===== config.mk =====
export PLATFORM = sky130hd
export DESIGN_NAME = dual_dac_serial_control
export DESIGN_NICKNAME = d
export VERILOG_FILES = /design/src/core/dac_ctrl_pkg.sv /design/src/core/dac_channel.sv /design/src/core/dual_dac_serial_control.sv
export SDC_FILE = /design/constraint.sdc
export NUM_CORES = 1
export LEC_CHECK = 0
export ABC_AREA = 1
export BUFFER_PORTS_ARGS = -buffer_cell sky130_fd_sc_hd__buf_2
export CAP_MARGIN = 20
export CELL_PAD_IN_SITES_DETAIL_PLACEMENT = 1
export CELL_PAD_IN_SITES_GLOBAL_PLACEMENT = 2
export CORE_MARGIN = 5
export CORE_UTILIZATION = 35
export DETAILED_ROUTE_END_ITERATION = 8
export PLACE_DENSITY = 0.76
export SLEW_MARGIN = 20
export SYNTH_ARGS = -nofsm -noshare
export SYNTH_HDL_FRONTEND = slang
export SYNTH_SLANG_ARGS = --single-unit

===== constraint.sdc =====
create_clock -name i_sys_clk -period 1.3 [get_ports i_sys_clk]
set_clock_uncertainty 0.2 [all_clocks]
set_input_delay 0 -clock i_sys_clk [delete_from_list [all_inputs] [get_ports i_sys_clk]]
set_output_delay 0 -clock i_sys_clk [all_outputs]
set_load 0.01 [all_outputs]

===== src/core/dac_ctrl_pkg.sv =====
//----------------------------------------------------------------------
// Summary of operation
//----------------------------------------------------------------------
// Summary of operation
// - Clear low zeroes all four registers
// - Sixteen-bit word per frame, MSB first
// - Bit 15 picks channel A or B
// - Bit 14 picks gain, default zero
// - Bits 11..0 data, low bits ignored
// - Codes are straight binary
// - Frame low; sample on falling clock edges
// - Ignore clocks after sixteen until reframe
// - Complete word loads selected input register
// - Early frame rise abandons partial word
// - Load low makes DAC registers transparent
// - DAC register updates only after input write
// - Serial inputs disabled until next frame
// - Bits 13..12 select power mode
// - Power-down keeps register contents
// - Hardware power-down forces high impedance
// - Power-on zeroes registers, normal mode
package dac_ctrl_pkg;
    localparam int WORD_BITS = 16;
    localparam int CNT_BITS = 5;
    localparam int CH_SEL_POS = 15;
    localparam int GAIN_POS = 14;
    localparam int MODE_HI_POS = 13;
    localparam int MODE_LO_POS = 12;
    localparam int DATA_MSB = 11;
    localparam int DATA_BITS_MAX = 12;
    localparam logic [CNT_BITS-1:0] WORD_COUNT = 5'h10;
    localparam logic [1:0] MODE_NORMAL = 2'h0;
    localparam logic [1:0] MODE_PD_1K = 2'h1;
    localparam logic [1:0] MODE_PD_100K = 2'h2;
    localparam logic [1:0] MODE_PD_HIZ = 2'h3;
    localparam logic [15:0] REG_RESET = 16'h0000;

    typedef enum logic [1:0] {
        RX_IDLE = 2'b00,
        RX_SHIFT = 2'b01,
        RX_DONE = 2'b11
    } rx_state_t;
endpackage : dac_ctrl_pkg


===== src/core/dac_channel.sv =====
// One channel: input register and DAC register with update flag
module dac_channel
    import dac_ctrl_pkg::*;
#(
    parameter int RES = 12
) (
    // Clock and reset
    input wire logic i_sys_clk,
    input wire logic i_rst_n,
    // Controls
    input wire logic i_clear,
    input wire logic i_write,
    input wire logic [RES+2:0] i_word,
    input wire logic i_load,
    // State
    output logic [RES+2:0] o_dac_word
);
    logic [RES+2:0] in_ff, nxt_in;
    logic [RES+2:0] dac_ff, nxt_dac;
    logic fresh_ff, nxt_fresh;

    always_comb begin
        nxt_in = in_ff;
        nxt_dac = dac_ff;
        nxt_fresh = fresh_ff;
        if (i_clear) begin
            nxt_in = '0;
            nxt_dac = '0;
            nxt_fresh = 1'b0;
        end else begin
            if (i_load && fresh_ff) begin
                nxt_dac = in_ff;
                nxt_fresh = 1'b0;
            end
            if (i_write) begin
                nxt_in = i_word;
                nxt_fresh = 1'b1;
            end
        end
    end

    always_ff @(posedge i_sys_clk or negedge i_rst_n) begin
        if (!i_rst_n) begin
            in_ff <= '0;
            dac_ff <= '0;
            fresh_ff <= 1'b0;
        end else begin
            in_ff <= nxt_in;
            dac_ff <= nxt_dac;
            fresh_ff <= nxt_fresh;
        end
    end

    assign o_dac_word = dac_ff;
endmodule : dac_channel


===== src/core/dual_dac_serial_control.sv =====
module dual_dac_serial_control
    import dac_ctrl_pkg::*;
#(
    parameter int RES = 12
) (
    // Clock and reset
    input wire logic i_sys_clk,
    input wire logic i_rst_n,
    // Serial link pins
    input wire logic i_frame_n,
    input wire logic i_sclk,
    input wire logic i_sdata,
    // Control pins
    input wire logic i_async_zero_n,
    input wire logic i_load_outputs_n,
    input wire logic i_hw_powerdown_n,
    // Channel A state
    output logic [RES-1:0] o_code_a,
    output logic o_gain_a,
    output logic [1:0] o_mode_a,
    // Channel B state
    output logic [RES-1:0] o_code_b,
    output logic o_gain_b,
    output logic [1:0] o_mode_b,
    // Serial input buffers enabled
    output logic o_rx_active
);
    //------------------------------------------------------------------
    // Pin synchronisers
    //------------------------------------------------------------------
    logic [5:0] sync1_ff, sync2_ff;
    logic sclk_prev_ff, frame_prev_ff;

    always_ff @(posedge i_sys_clk or negedge i_rst_n) begin
        if (!i_rst_n) begin
            sync1_ff <= 6'h3f;
            sync2_ff <= 6'h3f;
            sclk_prev_ff <= 1'b1;
            frame_prev_ff <= 1'b1;
        end else begin
            sync1_ff <= {i_frame_n, i_sclk, i_sdata, i_async_zero_n,
                         i_load_outputs_n, i_hw_powerdown_n};
            sync2_ff <= sync1_ff;
            sclk_prev_ff <= sync2_ff[4];
            frame_prev_ff <= sync2_ff[5];
        end
    end

    logic frame_s, sclk_s, sdata_s, zero_s, load_s, pd_s;
    assign {frame_s, sclk_s, sdata_s, zero_s, load_s, pd_s} = sync2_ff;

    logic sclk_fall, frame_fall, clear;
    assign sclk_fall = sclk_prev_ff & ~sclk_s;
    assign frame_fall = frame_prev_ff & ~frame_s;
    assign clear = ~zero_s;

    //------------------------------------------------------------------
    // Serial receiver
    //------------------------------------------------------------------
    rx_state_t state_ff, nxt_state;
    logic [WORD_BITS-1:0] shift_ff, nxt_shift;
    logic [CNT_BITS-1:0] cnt_ff, nxt_cnt;
    logic done_ff, nxt_done;

    always_comb begin
        nxt_state = state_ff;
        nxt_shift = shift_ff;
        nxt_cnt = cnt_ff;
        nxt_done = 1'b0;
        unique case (state_ff)
            RX_IDLE: begin
                if (frame_fall) begin
                    nxt_state = RX_SHIFT;
                    nxt_cnt = '0;
                end
            end
            RX_SHIFT: begin
                if (frame_s) begin
                    nxt_state = RX_IDLE;
                end else if (sclk_fall) begin
                    nxt_shift = {shift_ff[WORD_BITS-2:0], sdata_s};
                    nxt_cnt = cnt_ff + 5'h01;
                    if (cnt_ff + 5'h01 == WORD_COUNT) begin
                        nxt_state = RX_DONE;
                        nxt_done = 1'b1;
                    end
                end
            end
            RX_DONE: begin
                if (frame_s) begin
                    nxt_state = RX_IDLE;
                end
            end
            default: nxt_state = RX_IDLE;
        endcase
    end

    always_ff @(posedge i_sys_clk or negedge i_rst_n) begin
        if (!i_rst_n) begin
            state_ff <= RX_IDLE;
            shift_ff <= '0;
            cnt_ff <= '0;
            done_ff <= 1'b0;
        end else begin
            state_ff <= nxt_state;
            shift_ff <= nxt_shift;
            cnt_ff <= nxt_cnt;
            done_ff <= nxt_done;
        end
    end

    //------------------------------------------------------------------
    // Word decode
    //------------------------------------------------------------------
    logic [RES+2:0] word_fields;
    logic sel_b;
    // Gain, mode, then top RES data bits; lower bits dropped
    assign word_fields = {shift_ff[GAIN_POS], shift_ff[MODE_HI_POS],
                          shift_ff[MODE_LO_POS],
                          shift_ff[DATA_MSB -: RES]};
    assign sel_b = shift_ff[CH_SEL_POS];

    //------------------------------------------------------------------
    // Channels
    //------------------------------------------------------------------
    logic [RES+2:0] dac_a, dac_b;

    dac_channel #(.RES(RES)) u_ch_a (
        .i_sys_clk(i_sys_clk),
        .i_rst_n(i_rst_n),
        .i_clear(clear),
        .i_write(done_ff & ~sel_b),
        .i_word(word_fields),
        .i_load(~load_s),
        .o_dac_word(dac_a)
    );

    dac_channel #(.RES(RES)) u_ch_b (
        .i_sys_clk(i_sys_clk),
        .i_rst_n(i_rst_n),
        .i_clear(clear),
        .i_write(done_ff & sel_b),
        .i_word(word_fields),
        .i_load(~load_s),
        .o_dac_word(dac_b)
    );

    //------------------------------------------------------------------
    // Output registers
    //------------------------------------------------------------------
    logic [RES-1:0] code_a_ff, code_b_ff, nxt_code_a, nxt_code_b;
    logic gain_a_ff, gain_b_ff, nxt_gain_a, nxt_gain_b;
    logic [1:0] mode_a_ff, mode_b_ff, nxt_mode_a, nxt_mode_b;
    logic active_ff, nxt_active;

    always_comb begin
        // Codes pass as straight binary; mode bits never touch codes
        nxt_code_a = dac_a[RES-1:0];
        nxt_code_b = dac_b[RES-1:0];
        nxt_gain_a = dac_a[RES+2];
        nxt_gain_b = dac_b[RES+2];
        nxt_mode_a = pd_s ? dac_a[RES+1:RES] : MODE_PD_HIZ;
        nxt_mode_b = pd_s ? dac_b[RES+1:RES] : MODE_PD_HIZ;
        nxt_active = (nxt_state == RX_SHIFT);
    end

    always_ff @(posedge i_sys_clk or negedge i_rst_n) begin
        if (!i_rst_n) begin
            code_a_ff <= '0;
            code_b_ff <= '0;
            gain_a_ff <= 1'b0;
            gain_b_ff <= 1'b0;
            mode_a_ff <= MODE_NORMAL;
            mode_b_ff <= MODE_NORMAL;
            active_ff <= 1'b0;
        end else begin
            code_a_ff <= nxt_code_a;
            code_b_ff <= nxt_code_b;
            gain_a_ff <= nxt_gain_a;
            gain_b_ff <= nxt_gain_b;
            mode_a_ff <= nxt_mode_a;
            mode_b_ff <= nxt_mode_b;
            active_ff <= nxt_active;
        end
    end

    assign o_code_a = code_a_ff;
    assign o_code_b = code_b_ff;
    assign o_gain_a = gain_a_ff;
    assign o_gain_b = gain_b_ff;
    assign o_mode_a = mode_a_ff;
    assign o_mode_b = mode_b_ff;
    assign o_rx_active = active_ff;
endmodule : dual_dac_serial_control


## Yosys cells after proc, flatten, opt, wreduce, memory -nomap -nowiden

Cells that the tools add are included.

- Bits in registers: 131
- Input port bits: 8
- Output and inout bits: 31
- Logic and storage cells: 79

- $add $sub $neg: 1
- Equal/unequal tests: 13
- Muxes and demuxes: 30
- Bitwise gates (word level): 8
- Reductions and logical operators: 6

Operators by type and width:

| kind | count |
|---|---|
| $mux 15 | 8 |
| $mux 5 | 3 |
| $mux 2 | 7 |
| $mux 1 | 10 |
| $pmux 5 s2 | 1 |
| $ne 2x1->1 const B | 4 |
| $ne 2x2->1 const B | 3 |
| $ne 3x1->1 const B | 2 |
| $pmux 2 s3 | 1 |
| $add 5x1->5 const B | 1 |
| $eq 5x5->1 const B | 1 |
| $and 1x1->1 | 4 |
| $eq 2x1->1 const B | 2 |
| $not 1->1 | 4 |
| $reduce_and 4->1 | 1 |
| $reduce_and 3->1 | 1 |
| $eq 2x2->1 const B | 1 |
| $logic_and 1x1->1 | 2 |
| $logic_not 2->1 | 1 |
| $reduce_bool 2->1 | 1 |

## Longest topological paths before layout

Gate-level depths: netlist of run 1.

- Depth in word-level cells: 7
- Depth in mapped cells: 7
- Gate-level depth less buffers: 7

## Modules after synthesis

A second synthesis of run 1 with hierarchy kept.

- Cell total of the unflattened synthesis: 512
- Area total of the unflattened synthesis: 5223.8 um2

By module, submodules not included:

| module | instances | cells each | area each (um2) | sequential area each (um2) |
|---|---|---|---|---|
| dac_channel | 2 | 168 | 1492.7 | 775.7 |
| dual_dac_serial_control | 1 | 176 | 2238.4 | 1744.2 |

## Worst setup path after synthesis of run 1

No wires, ideal clock.

- Path kind: register to register
- Start: register sclk_prev_ff
- End: register cnt_ff[2]
- Library setup time: 0.122 ns
- Arrival: 1.107 ns
- Required time: 0.978 ns
- Setup slack: -0.129 ns
- Cell stages (with the launch flop): 7
- Path buffers: 1
- Clock period less this slack: 1.429 ns
- Cells stage by stage: dfstp_2 -> nand2_1 -> nor3_2 -> inv_1 -> buf_6 -> nand3_1 -> o21ai_2

- Cells in the longest elaborated chain, start to end: 3

Ends and longest elaborated chain:

| item | RTL line | source |
|---|---|---|
| start: declaration | dual_dac_serial_control.sv:32 | `logic sclk_prev_ff, frame_prev_ff;` |
| start signal: assignment | dual_dac_serial_control.sv:44 | `sclk_prev_ff <= sync2_ff[4];` |
| $and 1x1->1 | dual_dac_serial_control.sv:53 | `assign sclk_fall = sclk_prev_ff & ~sclk_s;` |
| $ne 2x2->1 (no line) | n/a |  |
| $reduce_and 4->1 (no line) | n/a |  |
| end signal: assignment | dual_dac_serial_control.sv:107 | `cnt_ff <= nxt_cnt;` |
| end: declaration | dual_dac_serial_control.sv:62 | `logic [CNT_BITS-1:0] cnt_ff, nxt_cnt;` |

No other way between the ends.
A chain may end at the register's enable or synchronous reset.

## Final worst setup path of run 1

- Start: register sync2_ff[2]
- End: register u_ch_a.in_ff[14]

- Cells in the longest elaborated chain, start to end: 1
- Elaborated cells on any way between the ends: 2
- Classes of those cells: 1 x eq/ne; 1 x mux

Ends and longest elaborated chain:

| item | RTL line | source |
|---|---|---|
| start: declaration | dual_dac_serial_control.sv:31 | `logic [5:0] sync1_ff, sync2_ff;` |
| start signal: assignment | dual_dac_serial_control.sv:43 | `sync2_ff <= sync1_ff;` |
| $ne 2x1->1 (no line) / $mux 15 (equally long branches) | n/a |  |
| end signal: assignment | dac_channel.sv:48 | `in_ff <= nxt_in;` |
| end: declaration | dac_channel.sv:18 | `logic [RES+2:0] in_ff, nxt_in;` |

Several ways; a longest one is shown, not always the timed one.

==> results of run 1 <==
routing by layer:
layer / global-route usage, % / part of all wire (%)
met1: 18.9 / 41
met2: 28.1 / 53
met3: 4.50 / 3.5
met4: 5.49 / 2.2
met5: 0 / 0
what timing repair did:
action	CTS	global route
setup buffers	12	0
gates cloned	5	0
pin swaps	11	15
gates resized for setup	119	122
hold endpoints to repair	137	16
setup endpoints to repair	85	84
layout by cell type (no fill, tap or decap), types with 3 or more instances in the layout:
cell	Yosys	final
a21oi_1	15	6
clkbuf_16	0	17
a21oi_2	0	9
clkinvlp_4	0	4
inv_1	54	39
nand3_4	0	6
o31ai_2	0	10
nand2_2	3	32
inv_4	0	12
o21ai_2	2	25
inv_2	4	6
dlygate4sd3_1	0	7
o31ai_4	0	5
buf_2	9	37
o21ai_4	0	3
buf_12	0	10
nand2_1	109	62
nand2_4	0	18
bufinv_16	0	5
buf_4	6	30
buf_6	3	8
nand3_2	0	14
o21ai_1	0	20
nand3_1	30	10
dfrtp_1	117	117
dfstp_2	14	14
cell usage after synthesis, types with 2 or more instances:
library cell	n
nand2_1	109
inv_2	4
nand3_1	30
dfstp_2	14
nand4_1	2
buf_6	3
buf_4	6
a21oi_1	15
buf_2	9
dfrtp_1	117
o21ai_2	2
inv_1	54
nand2_2	3
o31ai_1	15
o21ai_0	47
nor2_1	3
stage by stage:
step | power (mW) | setup TNS [ns] | area (um2) | utilization (%) | worst slack (ns)
global placement | 4.71 | -4.55 | 5420 | 40.7 | -0.111
CTS | 10.2 | -7.70 | 6660 | 50.1 | -0.140
floorplan | 4.47 | -1.02 | 4790 | - | -0.0686
detailed placement | 4.73 | -8.43 | 5420 | 40.7 | -0.172
global route | 10.5 | -11.60 | 7060 | 53.1 | -0.202
finish | 10.1 | -7.39 | 7060 | 53.1 | -0.140
flip-flops by register name, summed over array words and instances, names as in the netlist, 2 cells and up:
register,cells
shift_ff,16
u_ch_a.in_ff,15
u_ch_a.o_dac_word,15
u_ch_b.in_ff,15
u_ch_b.o_dac_word,15
o_code_a,12
o_code_b,12
sync1_ff,6
sync2_ff,6
cnt_ff,5
o_mode_a,2
o_mode_b,2
state_ff,2
cells by family (layout without fill, tap and decap cells):
group                    count (synthesis)  in the layout  synth area share [%]
buffers and inverters                   78            186                  7.35
AO/OA/AOI/OAI                           80             80                  9.54
flip-flops                             131            131                  69.4
adder cells (fa/ha/maj)                  1              1                 0.264
XOR/XNOR                                 1              1                 0.185
AND/OR/NAND/NOR                        150            150                  13.2
cell type report:
cell class | instances | share of cell area, %
sequential | 131 | 46.7
multi-input combinational | 232 | 25.0
timing repair buffer | 96 | 12.1
clock buffer | 20 | 6.47
inverter | 58 | 3.74
tap | 176 | 3.12
clock inverter | 12 | 2.86
final timing paths:
check | startpoint | end | cells after the start
worst max-delay path | sync2_ff[2] | u_ch_a.in_ff[14] | 6
worst min register to register | sync1_ff[3] | sync2_ff[3] | 0
max in group asynchronous | i_rst_n | sync1_ff[1] | 3
min in group i_sys_clk | i_async_zero_n | sync1_ff[2] | 2
worst min-delay path | i_rst_n | o_code_a[11] | 2
worst max register to register | sync2_ff[2] | u_ch_a.in_ff[14] | 6
worst reg2reg max path, stage by stage (launching register included):
cell     delay, ns
dfstp_2       0.61
buf_12        0.16
buf_12        0.14
nand2_4       0.06
inv_4         0.06
nand2_2       0.07
o21ai_2       0.07
power by group:
| group | internal [mW] | switching, mW | total, mW |
|---|---|---|---|
| Clock | 3.51 | 1.77 | 5.28 |
| Sequential | 4.18 | 0.0813 | 4.27 |
| Combinational | 0.256 | 0.345 | 0.600 |
==> reports/results.ini, run 1 <==
[outcome]
status=finished, violations left
violations=hold timing, setup timing

[floorplanning]
row_count=42
start_util_pct=35.7
dieArea_um2=16000
io_pins=39
core-area_um2=13300
die_h_um=126
die_w_um=126

[placed_design]
dp_hpwl_mm=7.17
port_buffers=38
place.gp.congestion=0.713
place_inst=672

[synth]
syn_avg_cell_area_um2=10.8
ys_warn_count=0
synth_top_area_cell=dfrtp_1
syn_nets=450
synthDistinctLibCells=24
ys_async_sr_fraction_pct=100
netlist.area_leader.share_pct=61.7
synth_edf_count=0
synthCells=441
ys.flop_type=dfrtp_1
ys_ff_latch=131
syn-cell-area_um2=4750
synth_top_cells_by_area=dfrtp_1 62%, nand2_1 8.6%, dfstp_2 7.7%
ys_seq_area_share_pct=69.4

[power]
p_per_area_nw_per_um2=1440
leakage_nw=3.40
peakVddDrop_v=0.000783

[sta]
max-slew-margin-rel_pct=72.6
whs_ns=-0.148
tightest_slew_ns=0.411
fin_crit_ns=1.44
fmax_ghz=0.695
finalHoldViolations=16
rsz0062_at_grt=true
setup_slack_ns=-0.140
maxSlewViolCount=0
timing.final.crit_share_pct=111
setup_violations=84

[worst_setup_path]
path_max_fanout=6
critPathSlowestCell=dfstp_2
crit_top_cell=buf_12
path_buf_inv=3
critPathTopFamily=flip-flops
ff2ff_setup_slack_ns=-0.14
endpoint_kind=flop
cp_data_required_time_ns=1.44
arrival_ns=1.58
path_cells=buf_12 -> buf_12 -> nand2_4 -> inv_4 -> nand2_2 -> o21ai_2
crit_path_start_kind=flop
slowest_delay_ns=0.61
crit_type=reg2reg

[layout]
drive_above_1_share_pct=51.2
num-nets-final=545
fin_cells=725
diodes=0
multiInputGateArea_um2=1760
syn_to_final_growth_pct=48.6
seq_area_um2=3300
n_fill_cell=1350

[clock_tree]
holdBufCountCts=7
clk_latency_ns=0.42
cts_max_path_buffers=2
cts_made_buffers=17
path_clk_slew_ns=0.06
cts_tree=done
htreeDepth=4
cts_sinks=131
root_buffer=clkbuf_16

[global_route]
grt_pass1_wl_mm=20.1
grt_usage_pct=16.0
antenna_found_initial=0
grt_pass1_vias=3877
grt_overflow=0
grt_start_max_net_pins=32

[job]
maxCapViolations=0

[route]
vias_per_cell=4.74
drt_iter0_drc=142
first_pass_iters=4
drcViolationCount=0
routedWlPerCell_um=16.7
ant_nets=0
totalWireLength_mm=12.1
vias=3438

[min_path]
hp-class=in2async

Note: power is estimated with default switching activity, not from simulation.
==> inputs of run 2 (changes only) <==
- BUFFER_PORTS_ARGS: -buffer_cell sky130_fd_sc_hd__buf_2 -> not set
- CORE_UTILIZATION: 35 -> 37
- DONT_BUFFER_PORTS: not set -> 1
==> run 2 against run 1 <==
The flow still finishes with violations (hold timing, setup timing). Design area is 4.5% lower. Die area down 5.0%. Non-clock buffer count shrank 37. Critical path depth is 1 lower. Total power is 12% lower. Global-route usage is 1.1 points lower. Sequential share of layout area is 2.2 points higher. Setup slack worse by 0.061 ns. Largest cell class unchanged. Highest routed layer unchanged.
==> reports/results.ini, run 2 (synthesized netlist as in run 1, its figures left out) <==
[power]
leakage_nw=3.12  ; -8.3%
peakVddDrop_v=0.000909  ; +16%
finalPower_mw=8.95  ; -12%
p_per_area_nw_per_um2=1330  ; -7.6%

[route]
vias=3285  ; -4.5%
first_pass_iters=4  ; unchanged
vias_per_cell=4.80  ; +1.1%
routedWlPerCell_um=17.2  ; +2.5%
drcViolationCount=0  ; unchanged
totalWireLength_mm=11.8  ; -3.1%
ant_nets=0  ; unchanged
drt_iter0_drc=189  ; +33%

[worst_setup_path]
critPathSlowestCell=dfstp_2
critPathTopFamily=flip-flops
crit_top_cell=clkbuf_16
endpoint_kind=flop
cp_data_required_time_ns=1.41  ; -0.03 ns
crit_path_start_kind=flop
path_max_fanout=6  ; unchanged
crit_type=reg2reg
arrival_ns=1.61  ; +0.03 ns
path_buf_inv=3  ; unchanged
slowest_delay_ns=0.58  ; -0.03 ns
path_cells=buf_12 -> clkbuf_16 -> clkbuf_16 -> nand3_2 -> o31ai_1

[sta]
rsz0062_at_grt=true
finalHoldViolations=131  ; +115
max-slew-margin-rel_pct=83.2  ; +11 points
finalSetupTns_ns=-8.80  ; -1.41 ns
fmax_ghz=0.666  ; -4.0%
whs_ns=-0.924  ; -0.777 ns
setup_slack_ns=-0.201  ; -0.0607 ns
fin_crit_ns=1.50  ; +0.0607 ns
timing.final.crit_share_pct=115  ; +4.7 points
tightest_slew_ns=0.250  ; -0.161 ns
maxSlewViolCount=0  ; unchanged
setup_violations=86  ; +2.4%

[global_route]
grt_usage_pct=15.0  ; -1.1 points
grt_overflow=0  ; unchanged
grt_start_max_net_pins=132  ; +310%
grt_pass1_vias=3381  ; -13%
grt_pass1_wl_mm=17.2  ; -15%
antenna_found_initial=0  ; unchanged

[floorplanning]
die_h_um=123  ; -2.5%
row_count=41  ; -2.4%
io_pins=39  ; unchanged
start_util_pct=37.6  ; +1.9 points
dieArea_um2=15200  ; -5.0%
core-area_um2=12600  ; -5.1%
die_w_um=123  ; -2.5%

[min_path]
hp-class=in2async

[layout]
num-nets-final=509  ; -6.6%
multiInputGateArea_um2=1670  ; -5.1%
final_util_pct=53.4  ; +0.31 points
largest_reg_flops=16  ; unchanged
fin_cells=685  ; -5.5%
drive_above_1_share_pct=42.3  ; -8.9 points
regMostFlops=shift_ff
n_fill_cell=1307  ; -3.2%
diodes=0  ; unchanged
final_common_cell=dfrtp_1
syn_to_final_growth_pct=41.9
mostFrequentLayoutCells=117 x dfrtp_1, 71 x nand2_1, 40 x inv_1
seq_area_um2=3300  ; unchanged
final_area_um2=6740  ; -4.5%

[job]
maxCapViolations=0  ; unchanged

[clock_tree]
cts_made_buffers=17  ; unchanged
holdBufCountCts=12  ; +5
path_clk_slew_ns=0.05  ; about the same
cts_sinks=131  ; unchanged
root_buffer=clkbuf_16
cts_tree=done
cts_max_path_buffers=2  ; unchanged
htreeDepth=4  ; unchanged
clk_latency_ns=0.42  ; about the same

[outcome]
status=finished, violations left
violations=hold timing, setup timing

[placed_design]
dp_hpwl_mm=6.31  ; -12%
port_buffers=0  ; -100%
place_inst=625  ; -7.0%
place.gp.congestion=0.732  ; +2.7%
postPlaceCellArea_um2=5160  ; -4.8%

-- run 2: cell types whose count changed in the layout (fill, tap and decap cells not counted), moves of 7 or more --
cell	change
nand2_4	-7
nand2_1	+9
inv_4	-8
buf_4	-10
buf_2	-37
-- run 2: through the flow --
stage,hold WS [ns],setup slack (ns)
finish,-0.924,-0.201
CTS,-0.950,-0.127
detailed placement,-0.492,-0.168
global route,-0.948,-0.245
floorplan,-0.496,-0.0686
global placement,-0.490,-0.102
-- run 2: power breakdown --
group / total (mW) / leakage, nW / switching, mW / internal, mW
clock: 4.18 / 0.247 / 1.70 / 2.47
sequential: 4.27 / 1.77 / 0.0881 / 4.19
combinational: 0.497 / 1.11 / 0.249 / 0.248
-- run 2: worst reg2reg max path, cell delays in order, from the launching register on --
cell and delay, ns:
dfstp_2 0.58, buf_12 0.13, clkbuf_16 0.15, clkbuf_16 0.16
nand3_2 0.08, o31ai_1 0.09
-- run 2: what timing repair did --
action	CTS	global route
setup buffers	2	5
cloned	3	7
endpoints found under the hold margin	137	131
resized for setup	95	125
setup endpoints to repair	85	87
pin swaps	4	28
-- run 2: routing by layer --
metal	up-vias	share of wire [%]	GRT usage, %
met4	0	1.3	7.40
met2	45	54	23.8
met1	1696	42	18.6
met3	11	2.7	4.53
met5	-	0	0
li1	1533	-	-
-- run 2: final cells by class --
cell class              instances  area share (%)
flip-flops and latches        131            48.9
repair buffers                 59            11.4
clock inverters                 9           0.892
multi-input cells             232            24.8
repair inverters                1           0.167
inverters                      58            3.84
clock buffers                  23            6.80
well taps                     172            3.19
-- run 2: path summary, 6_finish.rpt --
check                                  from                   end  slack (ns)  cells after the start
worst max-delay path            sync2_ff[2]  u_ch_a.o_dac_word[2]       -0.20                      5
worst min-delay path                i_rst_n           o_code_a[0]       -0.92                      0
worst max register to register  sync2_ff[2]  u_ch_a.o_dac_word[2]       -0.20                      5
worst min register to register  sync1_ff[4]           sync2_ff[4]        0.15                      0
max in group asynchronous           i_rst_n           sync1_ff[3]        1.53                      0
min in group i_sys_clk          sync1_ff[4]           sync2_ff[4]        0.15                      0
==> inputs of run 3 (changes only) <==
- CORE_UTILIZATION: 37 -> 41
- PLACE_DENSITY: 0.76 -> 0.8
- clock period: 1.3 -> 1.5 ns (I/O delays scaled with it)
==> run 3 against run 2 <==
The flow finishes with violations (hold timing). Critical path depth up 1. Count of clock-buffer cells in the layout decreased by 4. Design area shrank 14%. Combinational power down 50%. First-iteration DRC count decreased by 11%. Global-route usage is 0.19 points higher. Non-clock buffer count fell by 28. Register-to-register slack better by 0.23 ns. Via count fell by 6.5%. Clock power fell by 5%. Critical endpoint is now shift_ff[7]. Largest power group is now clock.
==> reports/results.ini, run 3 (synthesized netlist as in run 1, its figures left out) <==
[clock_tree]
path_clk_slew_ns=0.05  ; about the same
cts_tree=done
clk_latency_ns=0.41  ; about the same
cts_max_path_buffers=2  ; unchanged
cts_made_buffers=17  ; unchanged
holdBufCountCts=12  ; unchanged
cts_sinks=131  ; unchanged
htreeDepth=4  ; unchanged
root_buffer=clkbuf_16

[power]
leakage_nw=2.80  ; -10%
peakVddDrop_v=0.000913  ; +0.49%
finalPower_mw=7.93  ; -11%
p_per_area_nw_per_um2=1370  ; +3.4%

[sta]
maxSlewViolCount=0  ; unchanged
finalHoldViolations=131  ; unchanged
setup_slack_ns=0.0300  ; +0.231 ns
whs_ns=-0.913  ; +0.0113 ns
fmax_ghz=0.680  ; +2.1%
fin_crit_ns=1.47  ; -0.0306 ns
max-slew-margin-rel_pct=77.0  ; -6.1 points
timing.final.crit_share_pct=98.0  ; -17 points
tightest_slew_ns=0.344  ; +0.0936 ns
rsz0062_at_grt=true
setup_violations=0  ; -100%

[route]
routedWlPerCell_um=15.8  ; -8.0%
first_pass_iters=4  ; unchanged
drt_iter0_drc=169  ; -11%
vias_per_cell=4.90  ; +2.1%
vias=3070  ; -6.5%
totalWireLength_mm=9.90  ; -16%
ant_nets=0  ; unchanged
drcViolationCount=0  ; unchanged

[layout]
final_common_cell=dfrtp_1
regMostFlops=shift_ff
diodes=0  ; unchanged
num-nets-final=480  ; -5.7%
final_area_um2=5770  ; -14%
mostFrequentLayoutCells=116 x dfrtp_1, 95 x nand2_1, 52 x inv_1
n_fill_cell=1206  ; -7.7%
largest_reg_flops=16  ; unchanged
drive_above_1_share_pct=20.5  ; -22 points
syn_to_final_growth_pct=21.5

[placed_design]
postPlaceCellArea_um2=4940  ; -4.2%
place.gp.congestion=0.760  ; +3.8%
place_ws_ns=-0.0795  ; +0.0887 ns
dp_hpwl_mm=6.23  ; -1.2%
port_buffers=0  ; unchanged

[floorplanning]
die_w_um=118  ; -4.6%
row_count=39  ; -4.9%
dieArea_um2=13800  ; -9.0%
io_pins=39  ; unchanged
die_h_um=118  ; -4.6%
start_util_pct=41.8  ; +4.1 points
core-area_um2=11400  ; -9.9%

[worst_setup_path]
crit_type=reg2reg
slowest_delay_ns=0.52  ; -0.06 ns
path_cells=nand2_2 -> nor3_4 -> inv_2 -> buf_6 -> nand2_1 -> nand2_1
path_max_fanout=7  ; +1
crit_top_cell=nand2_1
critPathLaunch=sclk_prev_ff
arrival_ns=1.57  ; -0.04 ns
rr_endpoint=shift_ff[7]
cp_data_required_time_ns=1.60  ; +0.19 ns
endpoint_kind=flop
ff2ff_setup_slack_ns=0.03  ; +0.23 ns
r2r.worst_path.cells=6  ; +1
crit_end=shift_ff[7]
crit_path_start_kind=flop
critPathSlowestCell=dfstp_2
r2r_start=sclk_prev_ff

[global_route]
grt_pass1_wl_mm=16.6  ; -3.0%
antenna_found_initial=0  ; unchanged
grt_overflow=0  ; unchanged
grt_pass1_vias=3239  ; -4.2%
grt_usage_pct=15.2  ; +0.19 points
grt_start_max_net_pins=132  ; unchanged

[job]
maxCapViolations=0  ; unchanged

[min_path]
hp-class=in2async

[outcome]
violations=hold timing
status=finished, violations left

[run 3: changes by cell type in the layout (fill, tap and decap cells not counted), moves of 8 or more]
cell,change
inv_1,+12
nand2_4,-9
buf_4,-8
nand3_2,-14
nand2_1,+24
o21ai_1,-19
nand3_1,+19
o21ai_2,-21
nand2_2,-14
o31ai_1,+9
o21ai_0,+41
[run 3: worst min-delay path by stage]
stage | from | to | slack [ns]
after detailed placement | i_rst_n | o_code_b[11] | -0.49
after floorplan | i_rst_n | cnt_ff[0] | -0.50
after global routing | i_rst_n | u_ch_a.in_ff[10] | -0.94
after CTS | i_rst_n | o_code_a[4] | -0.94
final | i_rst_n | u_ch_a.o_dac_word[10] | -0.91
after global placement | i_rst_n | o_code_a[10] | -0.49
[run 3: layer usage]
layer,vias up,global-route usage [%],part of all wire (%)
met3,14,4.76,3.2
met4,0,6.24,1.6
met5,-,0,0
li1,1465,-,-
met1,1544,19.5,46
met2,47,23.9,49
[run 3: per-stage QoR]
step,TNS [ns],util [%],cells
after floorplan,0,-,441
after global placement,0,43.4,580
after detailed placement,-0.473,43.4,580
after CTS,-0.0168,49.7,624
after global routing,-0.126,50.7,627
final,0,50.7,627
[run 3: cell type report]
| cell class | count | area (um2) | share of cell area [%] |
|---|---|---|---|
| Clock buffer | 19 | 443 | 7.68 |
| Clock inverter | 13 | 135 | 2.34 |
| Inverter | 58 | 218 | 3.77 |
| Multi-Input combinational cell | 232 | 1190 | 20.6 |
| Sequential cell | 131 | 3300 | 57.1 |
| Tap cell | 143 | 179 | 3.10 |
| Timing Repair Buffer | 31 | 307 | 5.31 |
[run 3: report_power, final]
part	switching [mW]	leakage (nW)	total, mW	internal, mW
logic	0.136	0.753	0.249	0.113
registers	0.0742	1.76	3.70	3.63
clock network	1.49	0.283	3.98	2.48
total	1.70	2.80	7.93	6.22
[run 3: timing repair]
action,in CTS,in global routing
hold endpoints to repair,137,131
endpoints found under the setup margin,16,53
buffers inserted,0,3
gates resized for setup,5,35
pin swaps,1,4
[run 3: worst max-delay path: cells and delay by family, from the launching register on]
family | cells | cell delay [ns]
flops | 1 | 0.52
simple gates | 4 | 0.37
buf+inv | 2 | 0.26
